File: src/hdl/msa_pkg.sv
// Purpose: Shared constants and carriers for the station address and deferral control block.
// Assumes: 40 MHz core clock, 32-bit Avalon-MM register access.
// Notes: Register offsets are word indices; byte address is four times the index.
package msa_pkg;
    localparam int unsigned CLK_HZ = 40000000;
    localparam logic [3:0] IDX_CONTROL = 4'h1;
    localparam logic [3:0] IDX_ADDR_UPPER = 4'h2;
    localparam logic [3:0] IDX_ADDR_LOWER = 4'h3;
    localparam logic [3:0] IDX_IRQ_STATUS = 4'h4;
    localparam logic [3:0] IDX_IRQ_MASK = 4'h5;
    localparam logic [31:0] UPPER_RESET = 32'h0000FFFF;
    localparam logic [31:0] LOWER_RESET = 32'h0FFFFFFF;
    localparam logic [31:0] UPPER_USED = 32'h0000FFFF;
    localparam int unsigned CTL_RX_BIT = 2;
    localparam int unsigned CTL_TX_BIT = 3;
    localparam int unsigned CTL_DEFER_BIT = 5;
    localparam logic [31:0] CTL_USED = 32'h0000002C;
    localparam int unsigned DEFER_LIMIT_BITS = 24288;
    // Bit time is 100 ns at 10 Mb/s and 10 ns at 100 Mb/s.
    localparam int unsigned BIT_NS_10M = 100;
    localparam int unsigned BIT_NS_100M = 10;
    localparam int unsigned CLK_NS = 1000000000 / CLK_HZ;
    // A 100 Mb/s bit time is shorter than one clock, so it advances per clock in bit units.
    localparam logic [7:0] BITS_PER_CLK_100M = 8'(CLK_NS / BIT_NS_100M);
    localparam logic [7:0] CLKS_PER_BIT_10M = 8'(BIT_NS_10M / CLK_NS);
    localparam int unsigned EE_LOAD_BYTES = 6;
    localparam logic [7:0] EE_FIRST_ADDR = 8'h01;
    localparam int unsigned IRQ_DEFER_ABORT = 0;
    localparam int unsigned IRQ_EE_DONE = 1;
    localparam logic [31:0] IRQ_USED = 32'h00000003;
    typedef struct packed {
        logic valid;
        logic [7:0] addr;
        logic [7:0] data;
    } msa_ee_byte_s;
endpackage

File: src/hdl/msa_station_ctrl.sv
// Purpose: Station address registers, MAC enables and deferral limit check.
// Assumes: EEPROM controller streams bytes with their addresses after power-on.
// Notes: Avalon-MM slave answers every access one cycle after it is taken.
//
// Chosen here: register access over Avalon-MM.
`timescale 1ns/100ps
module msa_station_ctrl #(
    parameter int unsigned DEFER_LIMIT = msa_pkg::DEFER_LIMIT_BITS
)(
    input wire logic clk,
    input wire logic rst_n,
    input wire logic [5:0] avs_address,
    input wire logic avs_read,
    input wire logic avs_write,
    input wire logic [31:0] avs_writedata,
    input wire logic [3:0] avs_byteenable,
    output logic [31:0] avs_readdata,
    output logic avs_waitrequest,
    input wire msa_pkg::msa_ee_byte_s ee_byte,
    input wire logic ee_load_done,
    input wire logic speed_100,
    input wire logic tx_frame_ready,
    input wire logic tx_backoff_done,
    input wire logic carrier_sense,
    input wire logic tx_frame_start,
    input wire logic rx_frame_start,
    output logic transmit_path_on,
    output logic receive_path_on,
    output logic tx_go,
    output logic rx_accept,
    output logic tx_defer_abort,
    output logic init_done,
    output logic irq
);
    logic [31:0] ctl;
    logic [31:0] addr_upper;
    logic [31:0] addr_lower;
    logic [31:0] irq_status;
    logic [31:0] irq_mask;
    logic [2:0] crs_sync;
    logic crs_level;
    logic [14:0] defer_bits;
    logic [7:0] bit_div;
    logic deferring;
    logic [31:0] next_readdata;
    logic [31:0] next_upper;
    logic [31:0] next_lower;

    // Merges the enabled byte lanes of a write into the old value.
    // Bits outside the used mask always read back as zero.
    function automatic logic [31:0] be_merge(input logic [31:0] old, input logic [31:0] wd,
                                             input logic [3:0] be, input logic [31:0] used);
        logic [31:0] m;
        m = {{8{be[3]}}, {8{be[2]}}, {8{be[1]}}, {8{be[0]}}};
        be_merge = ((old & ~m) | (wd & m)) & used;
    endfunction

    wire [3:0] reg_idx = avs_address[5:2];
    wire answered = ~avs_waitrequest;
    wire take = (avs_read | avs_write) & ~answered;
    // Writes commit on the edge that samples waitrequest low, as the master expects.
    wire wr = avs_write & answered;
    wire wr_ctl = wr & (reg_idx == msa_pkg::IDX_CONTROL);
    wire wr_upper = wr & (reg_idx == msa_pkg::IDX_ADDR_UPPER);
    wire wr_lower = wr & (reg_idx == msa_pkg::IDX_ADDR_LOWER);
    wire wr_stat = wr & (reg_idx == msa_pkg::IDX_IRQ_STATUS);
    wire wr_mask = wr & (reg_idx == msa_pkg::IDX_IRQ_MASK);
    wire check_on = ctl[msa_pkg::CTL_DEFER_BIT];
    // At 100 Mb/s a clock spans more than one bit time, so the count advances by two bits.
    // At 10 Mb/s a divider spreads one bit over several clocks.
    wire [14:0] step = speed_100 ? 15'(msa_pkg::BITS_PER_CLK_100M) : 15'h0001;
    wire bit_tick = speed_100 | (bit_div == msa_pkg::CLKS_PER_BIT_10M - 8'h01);
    wire defer_now = tx_frame_ready & crs_level & transmit_path_on;
    wire defer_over = defer_bits > 15'(DEFER_LIMIT);
    wire abort_now = check_on & deferring & defer_over;
    wire [31:0] stat_set = {30'h0, ee_load_done & ~init_done, abort_now};
    wire [31:0] byte_mask = be_merge(32'h0, avs_writedata, avs_byteenable, msa_pkg::IRQ_USED);

    // Each EEPROM location lands in the byte lane given by its address offset from EE_FIRST_ADDR.
    // The full byte offset is range checked so that far locations do not alias into a lane.
    wire [7:0] ee_off = ee_byte.addr - msa_pkg::EE_FIRST_ADDR;
    wire [2:0] ee_pos = ee_off[2:0];
    wire ee_hit = ee_byte.valid & ~init_done & (ee_off < 8'(msa_pkg::EE_LOAD_BYTES));
    wire [1:0] ee_lane = ee_pos[1:0];
    wire ee_to_upper = ee_pos[2];

    always_comb
    begin
        next_upper = addr_upper;
        next_lower = addr_lower;
        if (ee_hit & ee_to_upper)
        begin
            next_upper[8 * ee_lane +: 8] = ee_byte.data;
        end
        else if (ee_hit)
        begin
            next_lower[8 * ee_lane +: 8] = ee_byte.data;
        end
        else if (wr_upper)
        begin
            next_upper = be_merge(addr_upper, avs_writedata, avs_byteenable,
                                  msa_pkg::UPPER_USED);
        end
        else if (wr_lower)
        begin
            next_lower = be_merge(addr_lower, avs_writedata, avs_byteenable, 32'hFFFFFFFF);
        end
    end

    // Unmapped indices read as zero.
    always_comb
    begin
        next_readdata = 32'h0;
        unique case (reg_idx)
            msa_pkg::IDX_CONTROL: next_readdata = ctl;
            msa_pkg::IDX_ADDR_UPPER: next_readdata = addr_upper;
            msa_pkg::IDX_ADDR_LOWER: next_readdata = addr_lower;
            msa_pkg::IDX_IRQ_STATUS: next_readdata = irq_status;
            msa_pkg::IDX_IRQ_MASK: next_readdata = irq_mask;
            default: next_readdata = 32'h0;
        endcase
    end

    // Waitrequest is a flop so the bus output carries no decode glitch.
    always_ff @(posedge clk)
    begin
        if (!rst_n)
        begin
            avs_waitrequest <= 1'b1;
            avs_readdata <= 32'h0;
            ctl <= 32'h0;
            irq_mask <= 32'h0;
        end
        else
        begin
            avs_waitrequest <= ~take;
            avs_readdata <= take ? next_readdata : avs_readdata;
            ctl <= wr_ctl ? be_merge(ctl, avs_writedata, avs_byteenable, msa_pkg::CTL_USED) : ctl;
            irq_mask <= wr_mask ? byte_mask : irq_mask;
        end
    end

    // The station address keeps its reset pattern until the loader or the host writes it.
    always_ff @(posedge clk)
    begin
        if (!rst_n)
        begin
            addr_upper <= msa_pkg::UPPER_RESET;
            addr_lower <= msa_pkg::LOWER_RESET;
            init_done <= 1'b0;
            irq_status <= 32'h0;
        end
        else
        begin
            addr_upper <= next_upper;
            addr_lower <= next_lower;
            init_done <= init_done | ee_load_done;
            // A new event wins over a clear in the same cycle.
            irq_status <= (irq_status & ~(wr_stat ? byte_mask : 32'h0)) | stat_set;
        end
    end

    // Carrier sense is asynchronous; a new level counts once the two late stages agree.
    always_ff @(posedge clk)
    begin
        if (!rst_n)
        begin
            crs_sync <= 3'h0;
            crs_level <= 1'b0;
        end
        else
        begin
            crs_sync <= {crs_sync[1:0], carrier_sense};
            crs_level <= (crs_sync[2] == crs_sync[1]) ? crs_sync[2] : crs_level;
        end
    end

    // A break in the hold-off, a finished back-off or an abort restarts the count.
    always_ff @(posedge clk)
    begin
        if (!rst_n)
        begin
            defer_bits <= 15'h0;
            bit_div <= 8'h0;
            deferring <= 1'b0;
        end
        else if (!defer_now | tx_backoff_done | abort_now)
        begin
            defer_bits <= 15'h0;
            bit_div <= 8'h0;
            deferring <= 1'b0;
        end
        else
        begin
            deferring <= 1'b1;
            bit_div <= bit_tick ? 8'h0 : bit_div + 8'h01;
            defer_bits <= (bit_tick & ~defer_over) ? defer_bits + step : defer_bits;
        end
    end

    // Every output leaves from a flop so the far side sees clean levels.
    always_ff @(posedge clk)
    begin
        if (!rst_n)
        begin
            transmit_path_on <= 1'b0;
            receive_path_on <= 1'b0;
            tx_go <= 1'b0;
            rx_accept <= 1'b0;
            tx_defer_abort <= 1'b0;
            irq <= 1'b0;
        end
        else
        begin
            transmit_path_on <= ctl[msa_pkg::CTL_TX_BIT];
            receive_path_on <= ctl[msa_pkg::CTL_RX_BIT];
            tx_go <= tx_frame_start & ctl[msa_pkg::CTL_TX_BIT] & ~crs_level;
            rx_accept <= rx_frame_start & ctl[msa_pkg::CTL_RX_BIT];
            tx_defer_abort <= abort_now;
            irq <= |(irq_status & irq_mask);
        end
    end

    // Bus handshake checks.
    a_waitrequest_one: assert property (@(posedge clk) disable iff (!rst_n)
        (avs_read | avs_write) && avs_waitrequest |=> !avs_waitrequest)
        else $error("Slave did not answer in one cycle.");

    a_wait_idle_high: assert property (@(posedge clk) disable iff (!rst_n)
        !(avs_read || avs_write) |=> avs_waitrequest)
        else $error("Slave answered without a request.");

    // Enable checks.
    a_tx_gated_off: assert property (@(posedge clk) disable iff (!rst_n)
        !$past(ctl[msa_pkg::CTL_TX_BIT]) |-> !tx_go)
        else $error("Frame sent with transmitter disabled.");

    a_rx_gated_off: assert property (@(posedge clk) disable iff (!rst_n)
        !$past(ctl[msa_pkg::CTL_RX_BIT]) |-> !rx_accept)
        else $error("Frame accepted with receiver disabled.");

    a_tx_path_copy: assert property (@(posedge clk) disable iff (!rst_n)
        transmit_path_on == $past(ctl[msa_pkg::CTL_TX_BIT]))
        else $error("Transmit enable output lags its control bit.");

    a_rx_path_copy: assert property (@(posedge clk) disable iff (!rst_n)
        receive_path_on == $past(ctl[msa_pkg::CTL_RX_BIT]))
        else $error("Receive enable output lags its control bit.");

    a_tx_go_req: assert property (@(posedge clk) disable iff (!rst_n)
        tx_go |-> $past(tx_frame_start))
        else $error("Frame sent without a start request.");

    a_tx_go_carrier: assert property (@(posedge clk) disable iff (!rst_n)
        crs_level |=> !tx_go)
        else $error("Frame sent over an active carrier.");

    a_rx_accept_req: assert property (@(posedge clk) disable iff (!rst_n)
        rx_accept |-> $past(rx_frame_start))
        else $error("Frame accepted without a start request.");

    a_ctl_reserved: assert property (@(posedge clk) disable iff (!rst_n)
        (ctl & ~msa_pkg::CTL_USED) == 32'h0)
        else $error("Control reserved bits set.");

    // Deferral checks.
    a_no_abort_off: assert property (@(posedge clk) disable iff (!rst_n)
        !$past(check_on) |-> !tx_defer_abort)
        else $error("Deferral abort with check disabled.");

    a_abort_limit: assert property (@(posedge clk) disable iff (!rst_n)
        abort_now |-> defer_bits > 15'(DEFER_LIMIT))
        else $error("Abort before the deferral limit.");

    a_abort_status: assert property (@(posedge clk) disable iff (!rst_n)
        tx_defer_abort |-> irq_status[msa_pkg::IRQ_DEFER_ABORT])
        else $error("Deferral abort not flagged in status.");

    a_status_reserved: assert property (@(posedge clk) disable iff (!rst_n)
        (irq_status & ~msa_pkg::IRQ_USED) == 32'h0)
        else $error("Status reserved bits set.");

    a_defer_restart: assert property (@(posedge clk) disable iff (!rst_n)
        tx_backoff_done |=> defer_bits == 15'h0)
        else $error("Deferral timer kept time across attempts.");

    a_abort_restart: assert property (@(posedge clk) disable iff (!rst_n)
        tx_defer_abort |-> defer_bits == 15'h0)
        else $error("Deferral timer kept time after an abort.");

    a_no_defer_count: assert property (@(posedge clk) disable iff (!rst_n)
        !$past(defer_now) |-> defer_bits == 15'h0)
        else $error("Deferral counted without carrier hold-off.");

    // Station address checks.
    a_upper_reserved: assert property (@(posedge clk) disable iff (!rst_n)
        addr_upper[31:16] == 16'h0)
        else $error("Upper register reserved bits set.");

    a_upper_write: assert property (@(posedge clk) disable iff (!rst_n)
        wr_upper && !ee_hit && avs_byteenable == 4'hF
        |=> addr_upper == ($past(avs_writedata) & 32'h0000FFFF))
        else $error("Upper register write lost.");

    a_lower_write: assert property (@(posedge clk) disable iff (!rst_n)
        wr_lower && !ee_hit && avs_byteenable == 4'hF
        |=> addr_lower == $past(avs_writedata))
        else $error("Lower register write lost.");

    a_ee_lower_byte: assert property (@(posedge clk) disable iff (!rst_n)
        ee_hit && !ee_to_upper && ee_lane == 2'h0
        |=> addr_lower[7:0] == $past(ee_byte.data))
        else $error("First EEPROM byte not in lower bits 7:0.");

    a_ee_upper_byte: assert property (@(posedge clk) disable iff (!rst_n)
        ee_hit && ee_to_upper && ee_lane == 2'h1
        |=> addr_upper[15:8] == $past(ee_byte.data))
        else $error("Sixth EEPROM byte not in upper bits 15:8.");

    a_init_sticky: assert property (@(posedge clk) disable iff (!rst_n)
        init_done |=> init_done)
        else $error("Initialisation flag dropped.");

    a_ee_ignored: assert property (@(posedge clk) disable iff (!rst_n)
        init_done && !wr_lower |=> $stable(addr_lower))
        else $error("Lower register changed after initialisation.");

    // Main scenarios.

    c_abort_seen: cover property (@(posedge clk) disable iff (!rst_n) tx_defer_abort);
    c_ee_load: cover property (@(posedge clk) disable iff (!rst_n) ee_hit ##[1:20] ee_load_done);
    c_irq_raise: cover property (@(posedge clk) disable iff (!rst_n) $rose(irq));
    c_tx_frame: cover property (@(posedge clk) disable iff (!rst_n) tx_go);
    c_host_write: cover property (@(posedge clk) disable iff (!rst_n) wr_lower);
endmodule

File: config.mk
export PLATFORM = sky130hd
export DESIGN_NAME = msa_station_ctrl
export DESIGN_NICKNAME = d
export VERILOG_FILES = /design/src/hdl/msa_pkg.sv /design/src/hdl/msa_station_ctrl.sv
export SDC_FILE = /design/constraint.sdc
export NUM_CORES = 1
export LEC_CHECK = 0
export ABC_AREA = 1
export BUFFER_PORTS_ARGS = -buffer_cell sky130_fd_sc_hd__buf_2
export CAP_MARGIN = 10
export CORE_MARGIN = 2
export CORE_UTILIZATION = 51
export DETAILED_ROUTE_END_ITERATION = 12
export GPL_TIMING_DRIVEN = 1
export PLACE_DENSITY = 0.82
export SYNTH_ARGS = -nofsm -noshare
export SYNTH_HDL_FRONTEND = slang
export SYNTH_SLANG_ARGS = --single-unit
File: constraint.sdc
create_clock -name clk -period 1.7 [get_ports clk]
set_input_delay 0 -clock clk [delete_from_list [all_inputs] [get_ports clk]]
set_output_delay 0 -clock clk [all_outputs]
set_load 0.005 [all_outputs]
Word level (Yosys, flattened, before mapping). Cells that the tools add are included.

Flip-flop bits (word level): 169. Output and inout port bits: 40.

$add $sub $neg: 4. $lt $le $gt $ge: 2. Eq/ne operators: 9. Shifts and indexed selects: 2. Muxes and demuxes: 12. Bitwise logic cells: 43. Reductions and logical operators: 8.

Operators by type and width (count): two-way mux 32 bit (6); one-hot mux 32 bit (5 select lines) (1); bitwise AND 32 bit (3); bitwise mux 32 bit (2); negation 5 -> 34 bit (1); variable shift 8 x 34 -> 32 bit (first input constant) (1); indexed part select 8 x 34 -> 32 bit (1); bitwise AND 32 x 2 -> 32 bit (1); NOT 2 -> 32 bit (1); NOT 32 bit (1); bitwise OR 32 x 2 -> 32 bit (1); bitwise OR 32 bit (1); OR reduction 32 bit (1); bitwise AND 1 bit (19); bitwise AND 16 bit (1); bitwise OR 16 bit (1); adder 15 x 2 -> 15 bit (1); greater-than comparator 15 bit (second input constant) (1); adder 8 x 1 -> 8 bit (second input constant) (1); == test 4 x 2 -> 1 bit (second input constant) (2); == test 4 x 3 -> 1 bit (second input constant) (2); == test 8 x 2 -> 1 bit (second input constant) (1); < comparator 8 x 3 -> 1 bit (second input constant) (1); subtractor 8 x 1 -> 8 bit (second input constant) (1); other kinds (15) (28).

Longest topological paths before layout.
Word-level depth: 7. Gate-level depth with buffers: 16. Gate-level depth less buffers: 15.

Least setup slack after synthesis. OpenSTA, ideal clock, no wires.

Path type: register to register. Start point: register defer_bits[0]. End point: register defer_bits[12]. Setup time: 0.120 ns. Data arrival time: 1.519 ns. Required time: 1.580 ns. Slack: 0.061 ns. Stages on the path, launching flop included: 9. Clock period less this slack: 1.639 ns. Path through: dfxtp_1 > ha_1 > inv_1 > fa_1 > nor2_1 > nand3_1 > xor2_1 > nand2_1 > a21oi_1.

Word-level cells in the longest chain between the ends: 4.

Ends and longest elaborated chain: from (decl) (RTL line msa_station_ctrl.sv:42) `logic [14:0] defer_bits;`; from (signal assigned) (RTL line msa_station_ctrl.sv:197) `defer_bits <= (bit_tick & ~defer_over) ? defer_bits + step : defer_bits;`; greater-than comparator 15 bit (RTL line msa_station_ctrl.sv:74) `wire defer_over = defer_bits > 15'(DEFER_LIMIT);`; bitwise AND 1 bit (RTL line msa_station_ctrl.sv:75) `wire abort_now = check_on & deferring & defer_over;`; bitwise OR 1 bit (RTL line msa_station_ctrl.sv:187) `else if (!defer_now | tx_backoff_done | abort_now)`; OR reduction 2 bit (no source line).

Several ways; a longest one is shown, not always the timed one. A chain may end at the register's enable or synchronous reset.

==> impl_metrics.csv <==
group,metric,value,unit
sta,min_period,1841,ps
sta,period_share,108.3,%
sta,fmax,543.2,MHz
floorplanning,dieArea,14370,um^2
drt,first_pass_iters,7,
sta,worst_pin_slew,631.5,ps
global_route,grt_pass1_wl,31730,um
place,gp_congestion,0.9402,
cts,h-tree-depth,4,
global_route,grt_antenna_before_repair,0,
synth,synth_area,6850,um^2
cts,clock_path_buffers,2,
pwr,power.share.sequential,41.8,%
global_route,overflow,0,
drt,drc,0,
synth,ys_ff_latch,139,
outcome,violations,"negative hold slack, negative setup slack",
synth,synthArstFlopShare,0,%
floorplanning,die_w,119.9,um
floorplanning,io_pins,110,
sta,timing.hold.ws,-3.478,ps
floorplanning,num_rows,42,
synth,synthCells,1018,
drt,first_iter_violations,703,
sta,finalWorstSetupSlack,-140.9,ps
setup_path,path_max_fanout,34,
cts,clock-root-buffer,"clkbuf_16",
sta,finClkSkew,6.731,ps
synth,ys_seq_area_share,40.62,%
floorplanning,coreArea,13190,um^2
sta,rsz0062_at_grt,"yes",
setup_path,r2r_cells,10,
setup_path,crit_arrival,2190,ps
floorplanning,fp.dieH,119.9,um
pwr,p_switching,1.978,mW
place,pre_cts_ws,-118.2,ps
sta,setup_violations,64,
cts,insertion_delay,420,ps
setup_path,endpoint_kind,"flip-flop",
synth,synthMuxAreaShare,0,%
cts,cts_tree,"yes",
synth,syn-mean-instance-area,6.729,um^2
cts,cts-buffers-inserted,17,
synth,synth_fa_ha_area_share,1.571,%
setup_path,start_kind,"flip-flop",
final_layout,drive_above_1_share,23.70,%
job,maxCapViolCount,0,
final_layout,antenna-diode-count,0,
synth,synth-simple-area-share,34.58,%
synth,synth_compound_area_share,12.26,%
final_layout,syn_to_final_growth,32.95,%
synth,synth_top_family_by_area,"simple AND/OR/NAND/NOR gates",
synth,synth_cell_type_count,35,
drt,vias_per_cell,5.358,
hold_path,hold_class,"input pin to flip-flop",
setup_path,r2r_start,"init_done$_SDFF_PN0_",
place,dp_hpwl,13290,um
synth,synth_xor_area_share,2.429,%
pwr,switching_share,24.92,%
final_layout,fin_util,69.05,%
outcome,outcome,"complete, but fails checks",
sta,finalHoldViolations,1,
pwr,clkPwrFrac,48.9,%
setup_path,criticalPathCategory,"flip-flop to flip-flop",
drt,wl,20090,um
sta,maxSlewHeadroom,57.90,%
pwr,internal_power,5.959,mW
pwr,power_density,871.4,nW/um^2
synth,synth-edff-count,0,
floorplanning,start_util,51.94,%
drt,ant_nets,0,
pwr,ir_drop,0.7857,mV
pwr,p_leak,4.247,nW
final_layout,fillers,1040,
cts,clkTransAtPathRegs,60,ps
global_route,grt_max_degree,61,
synth,syn-num-nets,1096,
cts,cts_sinks,139,
global_route,grt_pass1_vias,6736,
setup_path,r2r_slack,-140,ps
drt,vias,7340,
global_route,grtUsageTotal,27.42,%
drt,avgRoutedWirePerCell,14.67,um
sta,drv_slew,0,
pwr,comb_power_share,9.3,%
place,port_buffers,107,
synth,ys_warn_count,0,
setup_path,cp-startpoint,"init_done$_SDFF_PN0_",
setup_path,cp.required,2050,ps
final_layout,nNetsFinal,1259,
synth,synthFlopType,"dfxtp_1",
[placed cells by master (no fill, tap or decap), drive strengths merged]
| master | n |
|---|---|
| xor2 | 13 |
| o2111ai | 1 |
| bufinv | 3 |
| nand4 | 17 |
| xnor2 | 6 |
| nor3 | 16 |
| clkinv | 3 |
| nand3 | 85 |
| nor2 | 78 |
| ha | 7 |
| clkinvlp | 2 |
| a22o | 20 |
| a21oi | 58 |
| buf | 164 |
| nand2 | 365 |
| dlygate4sd3 | 24 |
| a41o | 1 |
| clkbuf | 19 |
| dfxtp | 139 |
| nor4 | 1 |
| fa | 1 |
| nand3b | 1 |
| o21ai | 62 |
| inv | 105 |
| o221ai | 3 |
[per-stage QoR]
step / power [mW] / hold slack (ps) / setup TNS, ps / area, um^2 / cells
2_1_floorplan: 3.742 / 97.63 / 0 / 6850 / 1018
3_3_place_gp: 3.997 / 207.9 / -287.1 / 7823 / 1303
3_5_place_dp: 4.006 / 212.3 / -4696 / 7823 / 1303
4_1_cts: 7.912 / 0.9702 / -2201 / 8891 / 1365
5_1_grt: 8.167 / 29.13 / -12310 / 9107 / 1370
6_report: 7.937 / -3.478 / -5098 / 9107 / 1370
[worst min-delay path by stage]
stage | from | depth (start not counted) | slack [ps] | to
2_1_floorplan | carrier_sense | 2 | 100 | crs_sync[0]$_SDFF_PN0_
3_3_place_gp | carrier_sense | 3 | 210 | crs_sync[0]$_SDFF_PN0_
3_5_place_dp | carrier_sense | 3 | 210 | crs_sync[0]$_SDFF_PN0_
4_1_cts | avs_writedata[7] | 5 | 1 | flip-flop
5_1_grt | avs_writedata[23] | 5 | 30 | flip-flop
6_report | avs_writedata[7] | 5 | -3 | flip-flop
[cell usage after synthesis (16+ instances only)]
master | instances | area [um^2]
o21ai_0 | 39 | 195.2
nand3_1 | 82 | 410.4
o21ai_1 | 22 | 110.1
nand2_1 | 351 | 1318
nand4_1 | 17 | 106.4
clkbuf_1 | 28 | 105.1
a22o_1 | 20 | 175.2
nor2_1 | 75 | 281.5
dfxtp_1 | 139 | 2783
inv_1 | 90 | 337.8
nor3_1 | 16 | 80.08
a21oi_1 | 56 | 280.3
[cell type report]
class / count / area, um^2 / share of cell area, %
clock buffer: 18 / 439.2 / 4.822
clock inverter: 14 / 180.2 / 1.978
inverter: 98 / 387.9 / 4.259
multi-input combinational: 735 / 3750 / 41.17
sequential: 139 / 2786 / 30.59
tap: 176 / 220.2 / 2.418
timing repair buffer: 189 / 1336 / 14.67
timing repair inverter: 1 / 7.507 / 0.08243
[metal layers]
layer / routed length [um] / GRT usage [%] / up-vias
met5: 0 / 0 / -
met4: 634 / 10.37 / 0
met3: 1423 / 5.703 / 55
met2: 9496 / 45.61 / 320
met1: 8539 / 35.03 / 3363
li1: - / - / 3602
[critical path, cell delays in order, from the launching register on]
cell and delay (ps):
dfxtp_2 320, inv_2 50, nand4_1 260, nor2_4 240
nand2_4 150, buf_12 200, nand2_4 70, nand2_4 60
a21oi_4 220, nor2_1 70, nor2_1 120
[power groups by stage]
stage / clock network [mW] / logic [mW] / registers (mW)
after floorplan: 0 / 0.360 / 3.38
after global placement: 0 / 0.612 / 3.38
after detailed placement: 0 / 0.622 / 3.38
after CTS: 3.90 / 0.696 / 3.31
after global routing: 4.05 / 0.804 / 3.32
final: 3.88 / 0.738 / 3.32
[repair_timing]
action	4_1_cts	5_1_grt
setup endpoints to repair	68	95
buffers inserted	4	3
hold endpoints to repair	23	0
gates resized for setup	42	54
gates cloned	2	2
hold buffers	24	0
pin swaps	13	23
[cell families after synthesis]
| kind of cell | count (synthesis) |
|---|---|
| buf+inv | 145 |
| fa+ha+maj | 8 |
| xor+xnor | 19 |
| simple gates | 562 |
| compound gates | 145 |
| flops | 139 |
No activity file was read; power rests on OpenSTA's default activity.
